===== config.mk =====
export PLATFORM = sky130hd
export DESIGN_NAME = pmn_addr_nvm
export DESIGN_NICKNAME = d
export VERILOG_FILES = /design/src/common/pmn_pkg.sv /design/src/rtl/pmn_addr_nvm.sv /design/src/rtl/pmn_nvm_ram.sv
export VERILOG_INCLUDE_DIRS = /design/src /design/src/common
export SDC_FILE = /design/constraint.sdc
export NUM_CORES = 2
export LEC_CHECK = 0
export BUFFER_PORTS_ARGS = -buffer_cell sky130_fd_sc_hd__buf_2
export CORE_AREA = 2 2 330 332
export CTS_CLUSTER_DIAMETER = 30
export DETAILED_ROUTE_END_ITERATION = 10
export DIE_AREA = 0 0 332 334
export PLACE_DENSITY_LB_ADDON = 0.08
export SYNTH_ARGS = -nofsm -noshare
export SYNTH_HDL_FRONTEND = slang
export SYNTH_SLANG_ARGS = --single-unit

===== constraint.sdc =====
create_clock -name sys_clk -period 4.6 [get_ports sys_clk]
set_input_delay 0.92 -clock sys_clk [delete_from_list [all_inputs] [get_ports sys_clk]]
set_output_delay 0.92 -clock sys_clk [all_outputs]
set_load 0.01 [all_outputs]

===== src/common/pmn_defs.svh =====
`ifndef PMN_DEFS_SVH
`define PMN_DEFS_SVH

`define PMN_CFG_W          16
`define PMN_CFG_N          32
`define PMN_IDX_W          5
`define PMN_CNT_W          6
`define PMN_CNT_LAST       6'h20
`define PMN_CMD_STORE_DEF  8'h11
`define PMN_CMD_RESTO_DEF  8'h12
`define PMN_CMD_STORE_USR  8'h15
`define PMN_CMD_RESTO_USR  8'h16
`define PMN_SET_GRP        3'h1
`define PMN_ADDR_PROD      7'h4b
`define PMN_ADDR_LIMIT     10'h080
`define PMN_IDX_MUL        10'h019
`define PMN_TRI_BASE       7'h20
`define PMN_TRI_ROW        7'h03
`define PMN_LVL_LOW        2'h0
`define PMN_LVL_OPEN       2'h1
`define PMN_LVL_HIGH       2'h2
`define PMN_FACTORY_BASE   16'h0100
`define PMN_SETTLE_LAST    3'h4

`endif


===== src/common/pmn_pkg.sv =====
`include "pmn_defs.svh"

package pmn_pkg;

	typedef struct packed {
		logic       tri_mode;
		logic       high_present;
		logic [4:0] low_idx;
		logic [4:0] high_idx;
		logic [1:0] low_lvl;
		logic [1:0] high_lvl;
	} pmn_strap_t;

	typedef enum logic [3:0] {
		ST_IDLE    = 4'b0000,
		ST_ADDR    = 4'b0001,
		ST_ADDR_AK = 4'b0010,
		ST_CMD     = 4'b0011,
		ST_CMD_AK  = 4'b0100,
		ST_WR      = 4'b0101,
		ST_WR_AK   = 4'b0110,
		ST_RD      = 4'b0111,
		ST_RD_AK   = 4'b1000,
		ST_IGNORE  = 4'b1001
	} pmn_bus_st_t;

	typedef enum logic [1:0] {
		CP_USER_OP = 2'b00,
		CP_FAC_OP  = 2'b01,
		CP_OP_USER = 2'b10,
		CP_FAC_USR = 2'b11
	} pmn_copy_t;

	typedef enum logic [1:0] {
		IN_SETTLE = 2'b00,
		IN_FILL   = 2'b01,
		IN_LOAD   = 2'b10,
		IN_RUN    = 2'b11
	} pmn_init_t;

endpackage


===== src/rtl/pmn_addr_nvm.sv =====
`timescale 1ns/1ps
`default_nettype none
`include "pmn_defs.svh"

module pmn_addr_nvm
	import pmn_pkg::*;
(
	input  wire logic       sys_clk,
	input  wire logic       rstn,
	input  wire logic       scl_in,
	input  wire logic       sda_in,
	input  wire pmn_strap_t strap_pins,
	input  wire logic       nvm_virgin,
	output logic            scl_out,
	output logic            scl_oe_n,
	output logic            sda_out,
	output logic            sda_oe_n,
	output logic [6:0]      dev_addr,
	output logic            addr_valid,
	output logic            init_done,
	output logic            cfg_busy
);

	// Factory image is fixed logic, so it has no write path at all
	function automatic logic [`PMN_CFG_W-1:0] factory_value(
		input logic [`PMN_IDX_W-1:0] idx);
		factory_value = `PMN_FACTORY_BASE | {11'h000, idx};
	endfunction

	function automatic logic [7:0] tri_decode(input logic [1:0] row,
		input logic [1:0] col);
		logic [6:0] a;
		a = `PMN_TRI_BASE + `PMN_TRI_ROW * {5'h00, row} + {5'h00, col};
		if (row == 2'h3 || col == 2'h3 ||
			(row == `PMN_LVL_HIGH && col == `PMN_LVL_HIGH)) begin
			tri_decode = {1'b0, a};
		end else begin
			tri_decode = {1'b1, a};
		end
	endfunction

	pmn_strap_t  strap_s1;
	pmn_strap_t  strap_s2;
	logic        scl_s1, scl_s2, scl_q;
	logic        sda_s1, sda_s2, sda_q;
	pmn_init_t   init_st;
	logic [2:0]  settle_cnt;
	pmn_bus_st_t state;
	logic [7:0]  sh;
	logic [7:0]  cmd;
	logic [7:0]  lo_byte;
	logic [3:0]  bitcnt;
	logic        rw;
	logic        byte_n;
	logic        cmd_only;
	logic        bus_we;
	logic [`PMN_CFG_W-1:0] bus_wdata;
	logic        sup_go;
	pmn_copy_t   sup_mode;
	logic        busy;
	pmn_copy_t   cp_mode;
	logic [`PMN_CNT_W-1:0] cp_cnt;
	logic [`PMN_CFG_W-1:0] fac_q;
	logic [`PMN_CFG_W-1:0] op_rd;
	logic [`PMN_CFG_W-1:0] usr_rd;
	logic        cp_done;
	logic        cp_start;
	pmn_copy_t   cp_start_mode;
	logic        cp_wr;
	logic [`PMN_IDX_W-1:0] cp_widx;
	logic [`PMN_CFG_W-1:0] cp_wdata;
	logic        op_we, usr_we;
	logic [`PMN_IDX_W-1:0] op_waddr, op_raddr;
	logic [`PMN_CFG_W-1:0] op_wdata;
	logic        bus_start, bus_stop, scl_rise, scl_fall;
	logic [9:0]  res_addr;
	logic [7:0]  tri_res;
	logic [1:0]  high_lvl_eff;

	always_ff @(posedge sys_clk) begin
		if (!rstn) begin
			scl_s1   <= 1'b1;
			scl_s2   <= 1'b1;
			scl_q    <= 1'b1;
			sda_s1   <= 1'b1;
			sda_s2   <= 1'b1;
			sda_q    <= 1'b1;
			strap_s1 <= '0;
			strap_s2 <= '0;
		end else begin
			scl_s1   <= scl_in;
			scl_s2   <= scl_s1;
			scl_q    <= scl_s2;
			sda_s1   <= sda_in;
			sda_s2   <= sda_s1;
			sda_q    <= sda_s2;
			strap_s1 <= strap_pins;
			strap_s2 <= strap_s1;
		end
	end

	assign scl_rise  = scl_s2 & ~scl_q;
	assign scl_fall  = ~scl_s2 & scl_q;
	assign bus_start = scl_s2 & scl_q & sda_q & ~sda_s2;
	assign bus_stop  = scl_s2 & scl_q & ~sda_q & sda_s2;

	assign res_addr = `PMN_IDX_MUL * {5'h00, strap_s2.high_idx}
		+ {5'h00, strap_s2.low_idx};
	assign high_lvl_eff = strap_s2.high_present ? strap_s2.high_lvl
		: `PMN_LVL_OPEN;
	assign tri_res = tri_decode(high_lvl_eff, strap_s2.low_lvl);

	// Address fixed once the straps have settled after reset
	always_ff @(posedge sys_clk) begin
		if (!rstn) begin
			dev_addr   <= 7'h00;
			addr_valid <= 1'b0;
		end else if (init_st == IN_SETTLE &&
			settle_cnt == `PMN_SETTLE_LAST) begin
			if (strap_s2.tri_mode) begin
				dev_addr   <= tri_res[6:0];
				addr_valid <= tri_res[7]
					&& tri_res[6:0] != `PMN_ADDR_PROD;
			end else begin
				dev_addr   <= res_addr[6:0];
				addr_valid <= res_addr < `PMN_ADDR_LIMIT
					&& res_addr[6:0] != `PMN_ADDR_PROD;
			end
		end
	end

	always_ff @(posedge sys_clk) begin
		if (!rstn) begin
			init_st    <= IN_SETTLE;
			settle_cnt <= 3'h0;
			init_done  <= 1'b0;
		end else begin
			unique case (init_st)
			IN_SETTLE: begin
				settle_cnt <= settle_cnt + 3'h1;
				if (settle_cnt == `PMN_SETTLE_LAST) begin
					init_st <= nvm_virgin ? IN_FILL : IN_LOAD;
				end
			end
			IN_FILL: if (cp_done) begin
				init_st <= IN_LOAD;
			end
			IN_LOAD: if (cp_done && cp_mode == CP_USER_OP) begin
				init_st   <= IN_RUN;
				init_done <= 1'b1;
			end
			IN_RUN: init_st <= IN_RUN;
			endcase
		end
	end

	always_comb begin
		cp_start      = 1'b0;
		cp_start_mode = CP_USER_OP;
		if (init_st == IN_SETTLE && settle_cnt == `PMN_SETTLE_LAST) begin
			cp_start      = 1'b1;
			cp_start_mode = nvm_virgin ? CP_FAC_USR : CP_USER_OP;
		end else if (init_st == IN_FILL && cp_done) begin
			cp_start      = 1'b1;
			cp_start_mode = CP_USER_OP;
		end else if (init_st == IN_RUN && sup_go) begin
			cp_start      = 1'b1;
			cp_start_mode = sup_mode;
		end
	end

	assign cp_done = busy && cp_cnt == `PMN_CNT_LAST;

	// Reads lead writes by one cycle because both memories register data
	always_ff @(posedge sys_clk) begin
		if (!rstn) begin
			busy    <= 1'b0;
			cp_mode <= CP_USER_OP;
			cp_cnt  <= '0;
		end else if (cp_start && (!busy || cp_done)) begin
			busy    <= 1'b1;
			cp_mode <= cp_start_mode;
			cp_cnt  <= '0;
		end else if (cp_done) begin
			busy <= 1'b0;
		end else if (busy) begin
			cp_cnt <= cp_cnt + 6'h01;
		end
	end

	always_ff @(posedge sys_clk) begin
		fac_q <= factory_value(cp_cnt[`PMN_IDX_W-1:0]);
	end

	assign cp_wr    = busy && cp_cnt != '0;
	assign cp_widx  = cp_cnt[`PMN_IDX_W-1:0] - 5'h01;
	assign cp_wdata = (cp_mode == CP_USER_OP) ? usr_rd
		: (cp_mode == CP_OP_USER) ? op_rd : fac_q;

	assign op_we    = busy ? cp_wr && (cp_mode == CP_USER_OP
		|| cp_mode == CP_FAC_OP) : bus_we;
	assign op_waddr = busy ? cp_widx : cmd[`PMN_IDX_W-1:0];
	assign op_wdata = busy ? cp_wdata : bus_wdata;
	assign op_raddr = busy ? cp_cnt[`PMN_IDX_W-1:0] : cmd[`PMN_IDX_W-1:0];
	assign usr_we   = cp_wr && (cp_mode == CP_OP_USER
		|| cp_mode == CP_FAC_USR);

	pmn_nvm_ram u_op_ram (
		.sys_clk (sys_clk),
		.we      (op_we),
		.waddr   (op_waddr),
		.wdata   (op_wdata),
		.raddr   (op_raddr),
		.rdata   (op_rd)
	);

	pmn_nvm_ram u_usr_nvm (
		.sys_clk (sys_clk),
		.we      (usr_we),
		.waddr   (cp_widx),
		.wdata   (cp_wdata),
		.raddr   (cp_cnt[`PMN_IDX_W-1:0]),
		.rdata   (usr_rd)
	);

	// Send-byte supervisory commands act at the stop that ends them
	always_ff @(posedge sys_clk) begin
		if (!rstn) begin
			sup_go   <= 1'b0;
			sup_mode <= CP_USER_OP;
		end else begin
			sup_go <= 1'b0;
			if (bus_stop && cmd_only) begin
				unique case (cmd)
				`PMN_CMD_RESTO_DEF: begin
					sup_go   <= 1'b1;
					sup_mode <= CP_FAC_OP;
				end
				`PMN_CMD_STORE_USR: begin
					sup_go   <= 1'b1;
					sup_mode <= CP_OP_USER;
				end
				`PMN_CMD_RESTO_USR: begin
					sup_go   <= 1'b1;
					sup_mode <= CP_USER_OP;
				end
				// Store-default is accepted on the bus but never alters it
				default: sup_go <= 1'b0;
				endcase
			end
		end
	end

	// Stretch only while a copy runs; cfg_busy is registered from busy, so it reports the copy one cycle later
	always_ff @(posedge sys_clk) begin
		if (!rstn) begin
			scl_oe_n <= 1'b1;
			scl_out  <= 1'b0;
			sda_out  <= 1'b0;
			cfg_busy <= 1'b0;
		end else begin
			scl_oe_n <= !(busy && !scl_s2);
			cfg_busy <= busy;
		end
	end

	always_ff @(posedge sys_clk) begin
		if (!rstn) begin
			state     <= ST_IDLE;
			sh        <= 8'h00;
			cmd       <= 8'h00;
			lo_byte   <= 8'h00;
			bitcnt    <= 4'h0;
			rw        <= 1'b0;
			byte_n    <= 1'b0;
			cmd_only  <= 1'b0;
			bus_we    <= 1'b0;
			bus_wdata <= '0;
			sda_oe_n  <= 1'b1;
		end else begin
			bus_we <= 1'b0;
			if (bus_start) begin
				state    <= ST_ADDR;
				bitcnt   <= 4'h0;
				// Pairing restarts per frame so a lone byte cannot skew it
				byte_n   <= 1'b0;
				cmd_only <= 1'b0;
				sda_oe_n <= 1'b1;
			end else if (bus_stop) begin
				state    <= ST_IDLE;
				cmd_only <= 1'b0;
				sda_oe_n <= 1'b1;
			end else if (scl_rise) begin
				unique case (state)
				ST_ADDR, ST_CMD, ST_WR: begin
					sh     <= {sh[6:0], sda_s2};
					bitcnt <= bitcnt + 4'h1;
				end
				ST_RD_AK: if (sda_s2) begin
					state <= ST_IGNORE;
				end
				ST_IDLE, ST_ADDR_AK, ST_CMD_AK, ST_WR_AK, ST_RD,
				ST_IGNORE: state <= state;
				endcase
			end else if (scl_fall) begin
				unique case (state)
				ST_ADDR: if (bitcnt == 4'h8) begin
					if (sh[7:1] == dev_addr && addr_valid &&
						init_done) begin
						state    <= ST_ADDR_AK;
						rw       <= sh[0];
						sda_oe_n <= 1'b0;
					end else begin
						state <= ST_IGNORE;
					end
				end
				ST_ADDR_AK: begin
					bitcnt <= 4'h0;
					if (rw) begin
						state    <= ST_RD;
						sh       <= op_rd[7:0];
						sda_oe_n <= op_rd[7];
						byte_n   <= 1'b1;
					end else begin
						state    <= ST_CMD;
						sda_oe_n <= 1'b1;
					end
				end
				ST_CMD: if (bitcnt == 4'h8) begin
					cmd      <= sh;
					cmd_only <= 1'b1;
					state    <= ST_CMD_AK;
					sda_oe_n <= 1'b0;
				end
				ST_CMD_AK, ST_WR_AK: begin
					state    <= ST_WR;
					bitcnt   <= 4'h0;
					sda_oe_n <= 1'b1;
				end
				ST_WR: if (bitcnt == 4'h8) begin
					cmd_only <= 1'b0;
					state    <= ST_WR_AK;
					sda_oe_n <= 1'b0;
					byte_n   <= ~byte_n;
					if (!byte_n) begin
						lo_byte <= sh;
					end else begin
						bus_we    <= cmd[7:5] == `PMN_SET_GRP;
						bus_wdata <= {sh, lo_byte};
					end
				end
				ST_RD: if (bitcnt == 4'h7) begin
					state    <= ST_RD_AK;
					sda_oe_n <= 1'b1;
				end else begin
					sh       <= {sh[6:0], 1'b0};
					sda_oe_n <= sh[6];
					bitcnt   <= bitcnt + 4'h1;
				end
				ST_RD_AK: begin
					state    <= ST_RD;
					bitcnt   <= 4'h0;
					sh       <= byte_n ? op_rd[15:8] : op_rd[7:0];
					sda_oe_n <= byte_n ? op_rd[15] : op_rd[7];
					byte_n   <= ~byte_n;
				end
				ST_IDLE, ST_IGNORE: sda_oe_n <= 1'b1;
				endcase
			end
		end
	end

endmodule
`default_nettype wire


===== src/rtl/pmn_nvm_ram.sv =====
`timescale 1ns/1ps
`default_nettype none
`include "pmn_defs.svh"

module pmn_nvm_ram (
	input  wire logic                  sys_clk,
	input  wire logic                  we,
	input  wire logic [`PMN_IDX_W-1:0] waddr,
	input  wire logic [`PMN_CFG_W-1:0] wdata,
	input  wire logic [`PMN_IDX_W-1:0] raddr,
	output logic      [`PMN_CFG_W-1:0] rdata
);

	// No reset on the array: contents survive rstn like a stored area
	logic [`PMN_CFG_W-1:0] mem [`PMN_CFG_N];

	always_ff @(posedge sys_clk) begin
		if (we) begin
			mem[waddr] <= wdata;
		end
	end

	always_ff @(posedge sys_clk) begin
		rdata <= mem[raddr];
	end

endmodule
`default_nettype wire


==> results.sh <==
export IMPL_synth_top_area_share_pct=64.0
export IMPL_yosysUniqueCellTypes=87
export IMPL_p_leak_uw=0.0195
export IMPL_netlist_top_cells_area="edfxtp_1 (64%), mux4_2 (8.9%), dfxtp_1 (6.5%), mux2i_1 (2.8%), nand2_1 (2.3%)"
export IMPL_via_count=27900
export IMPL_cts_clk_slew_worst_paths_ps=50
export IMPL_die_y_um=334
export IMPL_synth_area_leader_cell="edfxtp_1"
export IMPL_ys_flop_type="edfxtp_1"
export IMPL_rows=121
export IMPL_cts_root_buf="clkbuf_16"
export IMPL_ir_worst_vdd_v=0.000356
export IMPL_max_freq_mhz=282
export IMPL_clk_latency_ps=800
export IMPL_tritoncts="done"
export IMPL_power_density_nw_per_um2=505
export IMPL_synthAdderAreaFrac_pct=1.21
export IMPL_finalCritPeriodShare_pct=77.2
export IMPL_antenna_found_initial=3
export IMPL_hp_class="in2reg"
export IMPL_syn2layout_area_growth_pct=20.9
export IMPL_setup_tns_ps=0
export IMPL_place_gp_congestion=0.840
export IMPL_slew_violations=0
export IMPL_async_flop_share_pct=0
export IMPL_period_minus_slack_ps=3550
export IMPL_gr_total_overflow=0
export IMPL_die_area_um2=111000
export IMPL_synth_cells=2941
export IMPL_cts_buffers=227
export IMPL_clock_skew_ps=47.5
export IMPL_synth_xor_area_share_pct=0.437
export IMPL_fin_nets=3221
export IMPL_hold_violations=0
export IMPL_timing_worst_setup_path_type="reg2reg"
export IMPL_hpwl_um=77900
export IMPL_synth_top_cells_by_count="edfxtp_1 (1024), nand2_1 (295), mux4_2 (190), dfxtp_1 (156), mux2i_1 (135)"
export IMPL_grtUsageTotal_pct=23.3
export IMPL_drv_cap=0
export IMPL_wire_per_inst_um=26.9
export IMPL_routed_wl_um=128000
export IMPL_dr_pass1_iters=5
export IMPL_synthMuxAreaShare_pct=12.3
export IMPL_power_uw=29300
export IMPL_grt_pass1_wl_um=190000
export IMPL_cts_path_max_buffers=3
export IMPL_status="complete, no violations"
export IMPL_clock_sinks=1180
export IMPL_setup_viol=0
export IMPL_critPathMaxFanout=148
export IMPL_ctsHtreeMaxLevel=4
export IMPL_start_util_pct=44.6
export IMPL_start_kind="register"
export IMPL_synth_seq_cells=1180
export IMPL_grt_pass1_vias=28200
export IMPL_drive_gt1_share_pct=24.5
export IMPL_seq_area_frac_synth_pct=70.5
export IMPL_cts_setup_buffers=0
export IMPL_rsz0062_at_grt="no"
export IMPL_max_slew_margin_pct=8.40
export IMPL_grt_max_degree=149
export IMPL_worstMarginPinSlew_ps=1370
export IMPL_fp_coreArea_um2=108000
export IMPL_syn_avg_cell_area_um2=16.3
export IMPL_netlist_area_um2=48100
export IMPL_synth_compound_area_share_pct=7.03
export IMPL_cp_required_ps=5240
export IMPL_antenna_left=0
export IMPL_initialDrtViolationCount=2758
export IMPL_die_w_um=332
export IMPL_ys_warnings_count=0
export IMPL_hold_buffers=0
export IMPL_worstPathArrival_ps=4190
export IMPL_synth_edf_count=1024
export IMPL_yosysMostFrequentCell="edfxtp_1"
export IMPL_via_per_inst=5.84
export IMPL_cp_end_kind="register"
export IMPL_port_buffers=32
export IMPL_synth_top_family_by_area="multiplexers"
export IMPL_io_pins=35
export IMPL_cts_resized=0
export IMPL_synth_simple_area_share_pct=6.14
export IMPL_drc=0
## cell type report
type	instances	area, um2
inverter	71	267
antenna	2	5.00
tap	1414	1770
multi-input combinational	1519	13200
timing repair buffer	158	1130
clock buffer	269	5960
sequential	1180	33900
fill	8547	49700
clock inverter	160	1880
## cell families after synthesis
| group | after synthesis |
|---|---|
| AOI/OAI and AO/OA | 466 |
| adders and majority gates | 43 |
| DFF | 1180 |
| other | 1 |
| buffers and inverters | 243 |
| muxes | 349 |
| and+or+nand+nor | 635 |
| xor gates and xnor gates | 24 |
## critical path: stages, from the launching register on
cell and delay, ps:
dfxtp_4 360, buf_12 640, nand3b_1 710, nand2_1 650, nor2_1 100, o2111ai_1 650
nand4_1 160
## cells in the final DEF, fill, tap and decap left out, types with 18 or more instances in the layout
cell / n
clkbuf_1: 33
mux2i_1: 134
dfxtp_1: 151
a22o_1: 47
clkbuf_16: 230
edfxtp_1: 1024
and2_1: 40
buf_4: 124
clkinv_1: 24
clkinvlp_4: 19
a221oi_1: 32
nand2_1: 295
nor2_1: 87
buf_2: 32
nor2b_1: 30
inv_6: 18
o211ai_1: 26
mux2_2: 20
nand3_1: 35
a21boi_0: 25
o21ai_0: 44
o221ai_1: 20
bufinv_16: 33
clkinv_2: 47
nor2_2: 43
o22ai_1: 37
a22oi_1: 28
inv_1: 70
ha_1: 37
a21oi_1: 75
mux4_2: 190
## power breakdown
part	total [uW]	internal, uW	switching [uW]
Clock	16600	11100	5520
Sequential	11800	11800	63.1
Combinational	886	297	590
Total	29300	23200	6170
## per-layer routing
metal	share of wire, %	global-route usage [%]
met1	44	33.3
met2	47	36.5
met3	7.3	4.56
met4	2.1	6.72
met5	0	0
## worst paths after layout
path / start / to / slack (ps) / cells after the start
max: cp_cnt[1] / u_op_ram.rdata[15] / 1050 / 6
min: scl_in / scl_s1 / 320 / 2
max reg2reg: cp_cnt[1] / u_op_ram.rdata[15] / 1050 / 6
min reg2reg: sda_s1 / sda_s2 / 420 / 1
## state kept, by name, summed over array words and instances, names as in the netlist, 3 cells and up
name             cells
bitcnt               4
bus_wdata           16
cmd                  8
cp_cnt               6
dev_addr             7
fac_q                5
lo_byte              8
settle_cnt           3
sh                   8
state                4
strap_s1            16
strap_s2            16
u_op_ram.mem       512
u_op_ram.rdata      16
u_usr_nvm.mem      512
u_usr_nvm.rdata     16
## through the flow
| stage | instance area, um2 | hold WS [ps] | util [%] | setup slack [ps] | cells |
|---|---|---|---|---|---|
| 4_1_cts | 58100 | 268 | 53.9 | 955 | 4771 |
| 3_3_place_gp | 50300 | 401 | 46.7 | 1010 | 4342 |
| 2_1_floorplan | 48100 | 329 | - | 1210 | 2942 |
| 5_1_grt | 58100 | 311 | 53.9 | 824 | 4771 |
| 6_report | 58100 | 320 | 53.9 | 1050 | 4773 |
| 3_5_place_dp | 50300 | 402 | 46.7 | 983 | 4342 |
No activity file was read; power rests on OpenSTA's default activity.
